--- src/verilog/trim_bank_pkg.sv ---
// Purpose: Constants for the converter offset and gain trim register bank
// Assumes: Byte addresses as printed, 16-bit register port data
// Notes:   Offset trims are 12 bits wide in 16-bit registers, the fine gain register 8 bits
package trim_bank_pkg;

  localparam int ADDR_W  = 12;
  localparam int DATA_W  = 16;
  localparam int TRIM_W  = 12;
  localparam int GAIN_W  = 5;
  localparam int GAIN_REG_W = 8;
  localparam int OFFSET_REGS = 4;

  // Register byte addresses
  localparam logic [ADDR_W-1:0] OFS_A_SINGLE_FIRST  = 12'h348;
  localparam logic [ADDR_W-1:0] OFS_A_SINGLE_SECOND = 12'h34A;
  localparam logic [ADDR_W-1:0] OFS_B_FIRST         = 12'h34C;
  localparam logic [ADDR_W-1:0] OFS_B_SECOND        = 12'h34E;
  localparam logic [ADDR_W-1:0] OFS_A_BANK0_GAIN    = 12'h350;

  // Field positions
  localparam int TRIM_LSB     = 0;
  localparam int TRIM_MSB     = 11;
  localparam int TRIM_RSV_LSB = 12;
  localparam int GAIN_LSB     = 0;
  localparam int GAIN_MSB     = 4;

  // Values after reset, before the fuse copy lands
  localparam logic [DATA_W-1:0]     OFFSET_RESET = 16'h0000;
  localparam logic [GAIN_REG_W-1:0] GAIN_RESET   = 8'h00;
  localparam logic [3:0]            TRIM_RSV_CLR = 4'h0;
  localparam logic [2:0]            GAIN_RSV_CLR = 3'h0;

  // Index of each offset trim in the storage array, plus the gain and unmapped decode slots
  typedef enum logic [2:0] {
    SLOT_A_FIRST  = 3'b000,
    SLOT_A_SECOND = 3'b001,
    SLOT_B_FIRST  = 3'b010,
    SLOT_B_SECOND = 3'b011,
    SLOT_GAIN     = 3'b100,
    SLOT_NONE     = 3'b111
  } slot_type;

endpackage

--- src/verilog/trim_bank.sv ---
// Purpose: Offset and fine gain trim registers feeding the converter cores
// Assumes: One clock, async active-low reset, plain register port
// Notes:   Fuse defaults are copied in on the first enabled cycle after reset
`timescale 1ns/100ps
module trim_bank (
  input  wire logic                               CLK_SYS,
  input  wire logic                               RESET_N,
  input  wire logic                               CE,
  input  wire logic [trim_bank_pkg::ADDR_W-1:0]   ADDR,
  input  wire logic [trim_bank_pkg::DATA_W-1:0]   WDATA,
  input  wire logic                               WR,
  input  wire logic                               RD,
  output logic      [trim_bank_pkg::DATA_W-1:0]   RDATA,
  input  wire logic [trim_bank_pkg::TRIM_W-1:0]   FUSE_A_FIRST,
  input  wire logic [trim_bank_pkg::TRIM_W-1:0]   FUSE_A_SECOND,
  input  wire logic [trim_bank_pkg::TRIM_W-1:0]   FUSE_B_FIRST,
  input  wire logic [trim_bank_pkg::TRIM_W-1:0]   FUSE_B_SECOND,
  input  wire logic [trim_bank_pkg::GAIN_W-1:0]   FUSE_A_BANK0_GAIN,
  input  wire logic                               FG_CAL_EN,
  input  wire logic                               DUAL_MODE,
  input  wire logic                               CORE_A_SECOND_INPUT,
  input  wire logic                               CORE_A_PHASE90,
  input  wire logic                               CORE_B_SECOND_INPUT,
  output logic      [trim_bank_pkg::TRIM_W-1:0]   CORE_A_OFFSET,
  output logic      [trim_bank_pkg::TRIM_W-1:0]   CORE_B_OFFSET,
  output logic      [trim_bank_pkg::GAIN_W-1:0]   CORE_A_BANK0_GAIN,
  output logic                                    FUSE_LOADED
);
  import trim_bank_pkg::*;

  logic [DATA_W-1:0]     off_q [OFFSET_REGS];
  logic [DATA_W-1:0]     off_d [OFFSET_REGS];
  logic [GAIN_REG_W-1:0] gain_q;
  logic [GAIN_REG_W-1:0] gain_d;
  logic                  loaded_q;
  logic                  loaded_d;
  logic [DATA_W-1:0]     rdata_q;
  logic [DATA_W-1:0]     rdata_d;
  logic [TRIM_W-1:0]     a_off_q;
  logic [TRIM_W-1:0]     a_off_d;
  logic [TRIM_W-1:0]     b_off_q;
  logic [TRIM_W-1:0]     b_off_d;
  logic [GAIN_W-1:0]     a_gain_q;
  logic [GAIN_W-1:0]     a_gain_d;
  slot_type              slot;

  // Address decode shared by the write and read paths
  always_comb begin
    unique case (ADDR)
      OFS_A_SINGLE_FIRST:  slot = SLOT_A_FIRST;
      OFS_A_SINGLE_SECOND: slot = SLOT_A_SECOND;
      OFS_B_FIRST:         slot = SLOT_B_FIRST;
      OFS_B_SECOND:        slot = SLOT_B_SECOND;
      OFS_A_BANK0_GAIN:    slot = SLOT_GAIN;
      default:             slot = SLOT_NONE;
    endcase
  end

  // Register storage: fuse copy once after reset, then software writes.
  // A write in the copy cycle wins, since software intent is newer.
  always_comb begin
    for (int i = 0; i < OFFSET_REGS; i++) begin
      off_d[i] = off_q[i];
    end
    gain_d      = gain_q;
    loaded_d    = loaded_q;
    if (!loaded_q) begin
      off_d[0]    = {TRIM_RSV_CLR, FUSE_A_FIRST};
      off_d[1]    = {TRIM_RSV_CLR, FUSE_A_SECOND};
      off_d[2]    = {TRIM_RSV_CLR, FUSE_B_FIRST};
      off_d[3]    = {TRIM_RSV_CLR, FUSE_B_SECOND};
      gain_d      = {GAIN_RSV_CLR, FUSE_A_BANK0_GAIN};
      loaded_d    = 1'b1;
    end
    if (WR) begin
      unique case (slot)
        SLOT_A_FIRST:  off_d[0] = WDATA;
        SLOT_A_SECOND: off_d[1] = WDATA;
        SLOT_B_FIRST:  off_d[2] = WDATA;
        SLOT_B_SECOND: off_d[3] = WDATA;
        SLOT_GAIN:     gain_d = WDATA[GAIN_REG_W-1:0];
        default:       ;                  // Unmapped writes are dropped
      endcase
    end
  end

  always_ff @(posedge CLK_SYS or negedge RESET_N) begin
    if (!RESET_N) begin
      for (int i = 0; i < OFFSET_REGS; i++) begin
        off_q[i] <= OFFSET_RESET;
      end
      gain_q      <= GAIN_RESET;
      loaded_q    <= 1'b0;  // Held as a set flag so the status pin is a flop
    end else if (CE) begin
      for (int i = 0; i < OFFSET_REGS; i++) begin
        off_q[i] <= off_d[i];
      end
      gain_q      <= gain_d;
      loaded_q    <= loaded_d;
    end
  end

  // Read data lands one cycle after the strobe; unmapped reads give zero
  always_comb begin
    rdata_d = '0;
    if (RD) begin
      unique case (slot)
        SLOT_A_FIRST:  rdata_d = off_q[0];
        SLOT_A_SECOND: rdata_d = off_q[1];
        SLOT_B_FIRST:  rdata_d = off_q[2];
        SLOT_B_SECOND: rdata_d = off_q[3];
        SLOT_GAIN:     rdata_d = {8'h00, gain_q};
        default:       rdata_d = '0;
      endcase
    end
  end

  always_ff @(posedge CLK_SYS or negedge RESET_N) begin
    if (!RESET_N) begin
      rdata_q <= '0;
    end else if (CE) begin
      rdata_q <= rdata_d;
    end
  end

  // Trim selection for the datapath. Combinations owned by other banks
  // (dual-mode core A first-input offsets, core A second input without phase90, single-mode gains) present zero here.
  always_comb begin
    a_off_d  = '0;
    b_off_d  = '0;
    a_gain_d = '0;
    if (FG_CAL_EN) begin
      if (!CORE_A_SECOND_INPUT && !DUAL_MODE) begin
        a_off_d = off_q[0][TRIM_MSB:TRIM_LSB];
      end else if (CORE_A_SECOND_INPUT && CORE_A_PHASE90) begin
        a_off_d = off_q[1][TRIM_MSB:TRIM_LSB];
      end
      if (!CORE_B_SECOND_INPUT) begin
        b_off_d = off_q[2][TRIM_MSB:TRIM_LSB];
      end else begin
        b_off_d = off_q[3][TRIM_MSB:TRIM_LSB];
      end
    end
    if (DUAL_MODE) begin
      a_gain_d = gain_q[GAIN_MSB:GAIN_LSB];
    end
  end

  always_ff @(posedge CLK_SYS or negedge RESET_N) begin
    if (!RESET_N) begin
      a_off_q  <= '0;
      b_off_q  <= '0;
      a_gain_q <= '0;
    end else if (CE) begin
      a_off_q  <= a_off_d;
      b_off_q  <= b_off_d;
      a_gain_q <= a_gain_d;
    end
  end

  assign RDATA             = rdata_q;
  assign CORE_A_OFFSET     = a_off_q;
  assign CORE_B_OFFSET     = b_off_q;
  assign CORE_A_BANK0_GAIN = a_gain_q;
  assign FUSE_LOADED       = loaded_q;
endmodule // trim_bank

--- config.mk ---
export PLATFORM = sky130hd
export DESIGN_NAME = trim_bank
export DESIGN_NICKNAME = d
export VERILOG_FILES = /design/src/verilog/trim_bank_pkg.sv /design/src/verilog/trim_bank.sv
export SDC_FILE = /design/constraint.sdc
export NUM_CORES = 1
export LEC_CHECK = 0
export BUFFER_PORTS_ARGS = -buffer_cell sky130_fd_sc_hd__buf_2
export CAP_MARGIN = 0
export CORE_UTILIZATION = 29
export CTS_CLUSTER_DIAMETER = 50
export DETAILED_ROUTE_END_ITERATION = 7
export SETUP_SLACK_MARGIN = 0.02
export SYNTH_ARGS = -nofsm -noshare
export SYNTH_HDL_FRONTEND = slang
export SYNTH_SLANG_ARGS = --single-unit
--- constraint.sdc ---
create_clock -name CLK_SYS -period 1.3 [get_ports CLK_SYS]
set_input_delay 0.195 -clock CLK_SYS [delete_from_list [all_inputs] [get_ports CLK_SYS]]
set_output_delay 0.195 -clock CLK_SYS [all_outputs]
set_load 0.1 [all_outputs]
Word level (Yosys, flattened, before mapping)
Index checks and enable logic that the tools add are counted.
Word-level totals
  register bits: 118
  input bits: 91
  output and inout bits: 46
  logic and storage cells: 42
Operators by class
  eq/ne operators: 9
  multiplexer cells: 18
  reductions and logical operators: 5
Operators with widths (number)
  $mux 64: 2
  $mux 16: 5
  $pmux 16 s5: 1
  $eq 12x10->1 const B: 5
  $mux 12: 5
  $mux 8: 3
  $pmux 3 s5: 1
  $eq 3x2->1 const B: 2
  $mux 5: 1
  $eq 3x1->1 const B: 1
  $eq 3x3->1 const B: 1
  $logic_not 3->1: 1
  $logic_and 1x1->1: 2
  $logic_not 1->1: 2

Logic depth before layout (Yosys ltp)
Gate-level depths: netlist (run 1).
  depth after elaboration: 5
  mapped depth: 7
  gate-level depth less buffers: 4

Worst setup path before layout (run 1)
OpenSTA, ideal clock, no wires.
  path kind: reg2reg
  start: register loaded_q (netlist: FUSE_LOADED)
  end: register off_q[24] (netlist name)
  arrival time: 2.025 ns
  required time: 1.177 ns
  slack: -0.847 ns
  stages on the path, launching flop included: 6
  path buffers: 2
  period minus slack after synthesis: 2.147 ns
  path through: dfrtp_1 -> buf_2 -> nor2b_1 -> a41o_1 -> buf_6 -> o221a_2
On the way
  word-level cells in the longest chain between the ends: 3
Ends and longest elaborated chain
  start: declaration: RTL line trim_bank.sv:35  | logic loaded_q;
  start signal: assignment: RTL line trim_bank.sv:99  | loaded_q <= loaded_d;
  $mux 64 (*): RTL line trim_bank.sv:67  | if (!loaded_q) begin
  $mux 16: RTL line trim_bank.sv:76  | unique case (slot)
  $mux 64 (*): RTL line trim_bank.sv:75  | if (WR) begin
  end signal: indexed assignment: RTL line trim_bank.sv:96  | off_q[i] <= off_d[i];
  end: declaration: RTL line trim_bank.sv:31  | logic [DATA_W-1:0] off_q [OFFSET_REGS];
Every way passes the cells marked *; elsewhere a longest branch is shown, timed or not.
A chain may end at the register's enable or synchronous reset.

Worst setup path after layout (run 1)
  start: register loaded_q (netlist: FUSE_LOADED)
  end: register off_q[26] (netlist name)
Same word-level chain as after synthesis.

==> out/metrics.csv, run 1 <==
metric;value;unit
RSZ-0062 raised after global routing;true;
via/cell ratio;5.16;
WP data required;1610;ps
max cap viols;0;
setup TNS;-2500;ps
Final HPWL DP;15100;um
R2R cell count;5;
final worst slack;-112;ps
Syn-to-layout area delta;53.1;%
CTS sink count;118;
PortBufs;136;
CTS tree;done;
Clock Latency Late Sink;420;ps
count of final max-slew check failures;0;
per-cell routed wire length;19.4;um
Mapped Cells;618;
synth top area cells;dfrtp_1 48%, o221a_2 9.0%, nand2_1 5.2%;
gr ovfl total;0;
H-tree levels;4;
crit start category;flip-flop;
most common library cells after synthesis;118 x dfrtp_1, 85 x nand2_1, 49 x inv_1, 49 x o221a_2, 44 x o22ai_1;
total CTS buffers;17;
Post-synth ARST share;1.00;
Core ar.;20400;um^2
utilization after layout;0.458;
Seq cells post-synth;118;
mapped cell area;6120;um^2
failing checks;negative setup slack;
first-pass GRT wire length;31300;um
EDFF count, synth;0;
final WL;20800;um
element type at the critical path end;flip-flop;
Slew HR;0.671;
Mean Syn Cell Area;9.90;um^2
GRT Util Overall;0.190;
Reg clk slew, reported paths;50;ps
GPL Wtd Cong;0.849;
Main synth FF type;dfrtp_1;
maximum VDD drop;1.08;mV
count leader, synth;dfrtp_1;
hold depth;3;
final hold viol count;0;
layout cells sized above 1;0.473;
outcome;finished with violations;
TritonRoute pass-1 iters;5;
highest clock rate;708;MHz
Remaining DRCs;0;
worst hold path class;in2reg;
pin count of the biggest net entering global routing;91;
clock skew;5.17;ps
# diodes;0;
Mapped Nets;709;
min Tclk post-route;1410;ps
die height;147;um
die width;147;um
final net count;880;
number of warnings issued by yosys;0;
Worst Path Arrival;1720;ps
post-synthesis sequential area ratio;0.483;
Starting Density;0.299;
vias in the first global route;5585;
Synth cell types;42;
Max clock buf depth;2;
number of antenna violations at the first check in global routing;0;
Root Driver;clkbuf_16;
CP max FO;8;
top cell type by total area after synthesis;dfrtp_1;
Rows;52;
Period Utilization, post-route;1.09;
Tightest Pin Transition;493;ps
area share of the largest cell type after synthesis;0.483;
critical path class;reg2reg;
I/O pins;137;
Die Area;21700;um^2
drt initial violations;490;
PwrDens;1220;nW/um^2
Routed Antenna Nets;0;
Leak;3.92;nW
Via Count;5530;
Final setup viols;46;
[path summary, 6_finish.rpt]
path	to	from	slack, ps
max	off_q[26]$_DFFE_PN0P_	FUSE_LOADED$_DFFE_PN0P_	-110
max in group asynchronous	FUSE_LOADED$_DFFE_PN0P_	RESET_N	520
min	off_q[38]$_DFFE_PN0P_	FUSE_A_SECOND[6]	30
min in group asynchronous	RDATA[12]$_DFFE_PN0P_	RESET_N	350
max reg2reg	off_q[26]$_DFFE_PN0P_	FUSE_LOADED$_DFFE_PN0P_	-110
min reg2reg	off_q[46]$_DFFE_PN0P_	off_q[46]$_DFFE_PN0P_	490
[kinds of logic (layout without fill, tap and decap cells)]
| kind of cell | after synthesis | after routing | share of synthesized area |
|---|---|---|---|
| AND/OR/NAND/NOR | 201 | 202 | 0.166 |
| multiplexers | 20 | 20 | 0.0344 |
| flip-flops | 118 | 118 | 0.483 |
| AO/OA/AOI/OAI | 176 | 176 | 0.240 |
| buffers and inverters | 103 | 286 | 0.0771 |
[sequential cells by signal, indices dropped and copies added, names as in the netlist]
signal and cells:
off_q 64, RDATA 16, CORE_A_OFFSET 12, CORE_B_OFFSET 12, gain_q 8, CORE_A_BANK0_GAIN 5
FUSE_LOADED 1
[layer usage]
| metal | global-route usage | vias to the layer above | wire length, um |
|---|---|---|---|
| li1 | - | 2606 | - |
| met1 | 0.263 | 2669 | 9290 |
| met2 | 0.280 | 218 | 9390 |
| met3 | 0.0509 | 37 | 1330 |
| met4 | 0.0753 | 0 | 769 |
| met5 | 0 | - | 0 |
[metrics by stage]
step	std cells	cell area, um^2	worst slack [ps]	hold slack [ps]	power, mW
after floorplan	618	6280	-327	-101	5.64
after global placement	1030	8230	-325	260	6.63
final	1072	9360	-112	25.8	11.4
after global routing	1072	9360	-126	22.0	11.9
after detailed placement	1030	8230	-337	264	6.67
after CTS	1065	8940	-111	0.0767	11.4
[layout make-up]
cell class                      count  area, um^2
Clock buffer                       22         464
Clock inverter                     10         128
Fill cell                        1904       11100
Inverter                           49         184
Multi-Input combinational cell    398        3150
Sequential cell                   118        2970
Tap cell                          270         338
Timing Repair Buffer              205        2130
[report_power, final]
group	total, mW	internal, mW	switching [mW]
clock network	4.73	3.09	1.64
registers	4.37	4.01	0.359
logic	2.35	1.04	1.31
total	11.4	8.14	3.31
[placed cells by master (no fill, tap or decap), drive strengths merged, types with 6 or more instances in the layout]
cell type  instances
nand2b            21
o22ai             44
mux2i             12
a22o               8
nand2             85
a22oi             32
dfrtp            118
nand3             18
a31oi             12
clkbuf            25
o221a             49
o21ai              9
clkinv             6
nor3b             12
nor2              43
o211ai            12
inv               49
mux2               8
buf              201
[what timing repair did]
item                       CTS  global route
pin swaps                    1            19
hold buffers                 1             0
resized for setup           23            76
hold endpoints to repair   118             0
setup endpoints to repair   71            85
cloned                       2             5
buffers inserted             0             3
[worst max-delay path, cell delays in order, from the launching register on]
cell and delay (ps):
dfrtp_4 430, buf_6 110, nor2b_4 50, a41o_4 270, clkbuf_16 180, o221a_4 250
No activity file was read; power rests on OpenSTA's default activity.
==> inputs of run 2 (changes only) <==
Clock period 1.3 ns to 1.2 ns, I/O delays scaled along.
==> run 2 against run 1 <==
Compared with the run above: the run still ends with negative setup slack left; clock power up 14%; first-iteration DRC count down 20%; routed wire length increased by 0.52%; via count rose by 1.9%; setup slack got worse by 96 ps; total power is 12% higher; core utilization is 2.3 points higher; sequential share of layout area shrank 1.1 points.
==> out/metrics.csv, run 2 (synthesis gave the netlist of run 1 again) <==
metric;value;unit
failing checks;negative setup slack;
Worst R2R End;off_q[19]$_DFFE_PN0P_;
Core ar.;20400;um^2
total CTS buffers;17;
hold depth;3;
# diodes;0;
number of antenna violations at the first check in global routing;0;
Clock Latency Late Sink;420;ps
final WL;20900;um
Largest register FFs;64;
per-cell routed wire length;19.1;um
CTS sink count;118;
Syn-to-layout area delta;60.7;%
Worst R2R Start;FUSE_LOADED$_DFFE_PN0P_;
WP data required;1560;ps
outcome;finished with violations;
Leak;4.05;nW
# fillers;1899;
RSZ-0062 raised after global routing;true;
Starting Density;0.299;
Remaining DRCs;0;
sink of the worst hold path;off_q[32]$_DFFE_PN0P_;
Slew HR;0.721;
commonest non-fill, non-tap cell in the layout;buf_2;
Max clock buf depth;2;
Rows;52;
drt initial violations;392;
GPL Wtd Cong;0.852;
min Tclk post-route;1410;ps
die height;147;um
gr ovfl total;0;
Final setup viols;75;
max cap viols;0;
CP max FO;8;
maximum VDD drop;0.828;mV
die width;147;um
H-tree levels;4;
crit start category;flip-flop;
Final HPWL DP;15500;um
final net count;899;
element type at the critical path end;flip-flop;
final hold slack;20.1;ps
TritonRoute pass-1 iters;5;
Root Driver;clkbuf_16;
final hold viol count;0;
worst hold path class;in2reg;
Reg clk slew, reported paths;60;ps
count of final max-slew check failures;0;
critical path class;reg2reg;
highest clock rate;710;MHz
Die Area;21700;um^2
Routed Antenna Nets;0;
PortBufs;136;
Tightest Pin Transition;419;ps
final worst slack;-208;ps
HP Start;FUSE_A_SECOND[0];
vias in the first global route;5611;
PwrDens;1300;nW/um^2
R2R cell count;5;
I/O pins;137;
Worst Path Arrival;1760;ps
R2R Setup Slk;-210;ps
Biggest register;off_q;
Period Utilization, post-route;1.17;
clock skew;4.95;ps
Via Count;5635;
commonest cells after routing, fill and taps aside;89 x buf_2, 80 x dfrtp_1, 65 x buf_12, 63 x nand2_1, 54 x buf_4;
GRT Util Overall;0.192;
CTS tree;done;
first-pass GRT wire length;31700;um
pin count of the biggest net entering global routing;35;
pre-CTS setup slack;-418;ps
layout cells sized above 1;0.533;
via/cell ratio;5.16;
==> run 2: cell count changes in the layout (fill, tap and decap cells not counted), moves of 4 or more <==
cell / change
a22oi_2: +7
mux2_2: -5
mux2_4: +5
nand2_1: -4
nor2_2: -10
buf_12: +8
buf_4: +8
a22oi_1: -7
dfrtp_1: -29
o22ai_2: -4
dfrtp_2: +29
nor2_4: +10
o22ai_1: +4
==> run 2: worst max-delay path by stage <==
stage | from | end | slack, ps | depth (start not counted)
6_report | FUSE_LOADED$_DFFE_PN0P_ | off_q[19]$_DFFE_PN0P_ | -210 | 5
5_1_grt | FUSE_LOADED$_DFFE_PN0P_ | off_q[22]$_DFFE_PN0P_ | -220 | 5
4_1_cts | FUSE_LOADED$_DFFE_PN0P_ | FUSE_LOADED | -200 | 2
3_5_place_dp | ADDR[4] | off_q[11]$_DFFE_PN0P_ | -420 | 5
3_3_place_gp | ADDR[5] | RDATA[1]$_DFFE_PN0P_ | -400 | 8
2_1_floorplan | FUSE_LOADED$_DFFE_PN0P_ | off_q[22]$_DFFE_PN0P_ | -430 | 5
==> run 2: routing by layer <==
metal,routed length [um],global-route usage,part of all wire
met5,0,0,0
met4,349,0.0619,0.017
met3,1150,0.0376,0.055
met2,9650,0.289,0.46
met1,9740,0.274,0.47
==> run 2: area by class of cell <==
class                   count  area [um^2]  share of cell area
inverters                  49          184              0.0187
clock inverters            13          179              0.0182
well taps                 270          338              0.0344
clock buffers              19          443              0.0451
flip-flops and latches    118         3000               0.306
multi-input cells         397         3260               0.332
repair buffers            225         2420               0.246
==> run 2: stage by stage <==
stage	util	std cells	power [mW]	TNS [ps]	area, um^2
after global placement	0.412	1039	7.28	-28150	8420
after detailed placement	0.412	1039	7.32	-30860	8420
final	0.481	1091	12.8	-9320	9830
after floorplan	-	618	6.13	-23780	6360
after global routing	0.481	1091	13.2	-12100	9830
after CTS	0.451	1080	12.7	-8700	9220
==> run 2: critical path, stage by stage (launching register included) <==
cell     delay (ps)
dfrtp_4         500
buf_6           130
nor2b_4         190
a41o_4          190
buf_12          150
o221a_4         180
==> run 2: what timing repair did <==
action / in CTS / in global routing
cloned: 2 / 4
resized for setup: 23 / 113
hold buffers: 2 / 0
endpoints found under the hold margin: 52 / 0
setup endpoints to repair: 124 / 134
setup buffers: 5 / 8
pin swaps: 3 / 21
==> run 2: power breakdown <==
part	total [mW]	leakage (nW)	switching, mW	internal (mW)
Combinational	2.68	2.32	1.48	1.20
Clock	5.38	0.295	1.86	3.51
Sequential	4.74	1.43	0.373	4.37
Total	12.8	4.05	3.72	9.08
==> inputs of run 3 (changes only) <==
Settings changed: ABC_CLOCK_PERIOD_IN_PS set to 1200, CAP_MARGIN 0 to 20, PLACE_DENSITY_LB_ADDON set to 0.3.
==> run 3 against run 2 <==
Compared with the run above: the run still ends with negative setup slack left; setup slack gained 9.5 ps; routed wire length down 2.8%; count of clock-buffer cells in the layout unchanged; combinational power hardly changed; total power shrank 5.1%; fmax rose by 0.68%; critical path type is now reg2out; largest power group is now registers.
==> out/metrics.csv, run 3 (synthesis gave the netlist of run 1 again) <==
metric;value;unit
outcome;finished with violations;
failing checks;negative setup slack;
sw frac;0.305;
Total Power;12.1;mW
pin count of the biggest net entering global routing;30;
total CTS buffers;17;
Slew HR;0.739;
drt initial violations;420;
Final setup viols;85;
sequential cell fraction of total power;0.390;
Clock Latency Late Sink;420;ps
Leak;4.00;nW
Largest register FFs;64;
Reg clk slew, reported paths;60;ps
critical path startpoint;FUSE_LOADED$_DFFE_PN0P_;
Worst Path Arrival;1220;ps
I/O pins;137;
final worst slack;-198;ps
number of antenna violations at the first check in global routing;0;
critical path class;reg2out;
crit start category;flip-flop;
die width;147;um
vias in the first global route;5527;
first-pass GRT wire length;31300;um
H-tree levels;4;
RSZ-0062 raised after global routing;true;
min Tclk post-route;1400;ps
max cap viols;0;
GPL Wtd Cong;0.858;
Routed Antenna Nets;0;
commonest non-fill, non-tap cell in the layout;buf_2;
CP max FO;4;
worst hold path class;in2reg;
Cell Int Power;8.45;mW
# diodes;0;
gr ovfl total;0;
Root Driver;clkbuf_16;
commonest cells after routing, fill and taps aside;89 x buf_2, 80 x dfrtp_1, 67 x nand2_1, 64 x buf_12, 58 x buf_4;
CTS sink count;118;
clock skew;6.91;ps
Max clock buf depth;2;
Period Utilization, post-route;1.17;
PortBufs;136;
layout cells sized above 1;0.511;
Final HPWL DP;15400;um
Clock power frac;0.390;
highest clock rate;715;MHz
CTS tree;done;
final net count;904;
GRT Util Overall;0.191;
TritonRoute pass-1 iters;5;
combinational cell fraction of total power;0.220;
via/cell ratio;5.10;
Core ar.;20400;um^2
Biggest register;off_q;
switching power;3.70;mW
Remaining DRCs;0;
final hold viol count;0;
Via Count;5595;
Starting Density;0.299;
count of final max-slew check failures;0;
final WL;20300;um
Rows;52;
Tightest Pin Transition;392;ps
Die Area;21700;um^2
element type at the critical path end;output port;
WP data required;1020;ps
Post-DP Area;8400;um^2
per-cell routed wire length;18.5;um
PwrDens;1270;nW/um^2
Final Instance Area;9580;um^2
Worst R2R Start;FUSE_LOADED$_DFFE_PN0P_;
die height;147;um
HP Start;FUSE_A_SECOND[8];
maximum VDD drop;0.671;mV
Syn-to-layout area delta;56.7;%
-- run 3: changes by cell type in the layout (fill, tap and decap cells not counted), moves of 4 or more --
cell,previous run,this run
nor2_4,21,9
nor2_1,13,23
dlygate4sd3_1,2,7
o221a_2,34,39
o221a_4,15,10
buf_4,54,58
nand2_1,63,67
nand2_2,20,16
-- run 3: repair_timing --
action                                 in CTS  in global routing
buffers inserted                            7                  9
setup endpoints to repair                 115                134
pin swaps                                   2                 16
endpoints found under the hold margin      83                  0
hold buffers                                7                  0
cloned                                      2                  1
resized for setup                          31                 69
-- run 3: worst paths after layout --
| path | cells after the start | slack, ps | endpoint |
|---|---|---|---|
| hold / removal | 3 | 6 | off_q[40]$_DFFE_PN0P_ |
| setup / recovery | 2 | -200 | FUSE_LOADED |
| min in group asynchronous | 2 | 210 | off_q[60]$_DFFE_PN0P_ |
| setup reg to reg | 5 | -200 | off_q[16]$_DFFE_PN0P_ |
| max in group asynchronous | 3 | 490 | CORE_B_OFFSET[8]$_DFFE_PN0P_ |
| hold reg to reg | 1 | 500 | gain_q[7]$_DFFE_PN0P_ |
-- run 3: metal layers --
layer,wire (um),up-vias,GRT usage
met5,0,-,0
met1,9880,2752,0.272
met3,1040,22,0.0388
li1,-,2652,-
met2,8980,169,0.284
met4,395,0,0.0737
-- run 3: final cells by class --
type / count / area (um^2)
fill: 1941 / 10800
multi-input combinational: 397 / 3110
sequential: 118 / 3000
timing repair buffer: 230 / 2400
clock buffer: 19 / 443
tap: 270 / 338
inverter: 49 / 184
clock inverter: 13 / 109
-- run 3: power groups by stage --
stage          Sequential (mW)  Clock [mW]  Combinational, mW
2_1_floorplan             5.34           0              0.792
3_3_place_gp              4.77           0               2.51
6_report                  4.74        4.74               2.67
4_1_cts                   4.72        4.79               2.60
3_5_place_dp              4.79           0               2.53
5_1_grt                   4.78        4.95               2.82
-- run 3: metrics by stage --
| stage | TNS (ps) | setup WS (ps) | util | hold WS (ps) | instances |
|---|---|---|---|---|---|
| finish | -9580 | -198 | 0.469 | 6.05 | 1096 |
| global route | -13630 | -234 | 0.469 | 13.0 | 1096 |
| CTS | -8890 | -197 | 0.451 | 0.561 | 1086 |
| detailed placement | -30950 | -398 | 0.411 | 125 | 1038 |
| global placement | -29700 | -380 | 0.411 | 124 | 1038 |
| floorplan | -23780 | -427 | - | -116 | 618 |
-- run 3: worst max-delay path: stages (launching register included) --
cell and delay (ps):
dfrtp_4 500, buf_6 140, buf_12 160
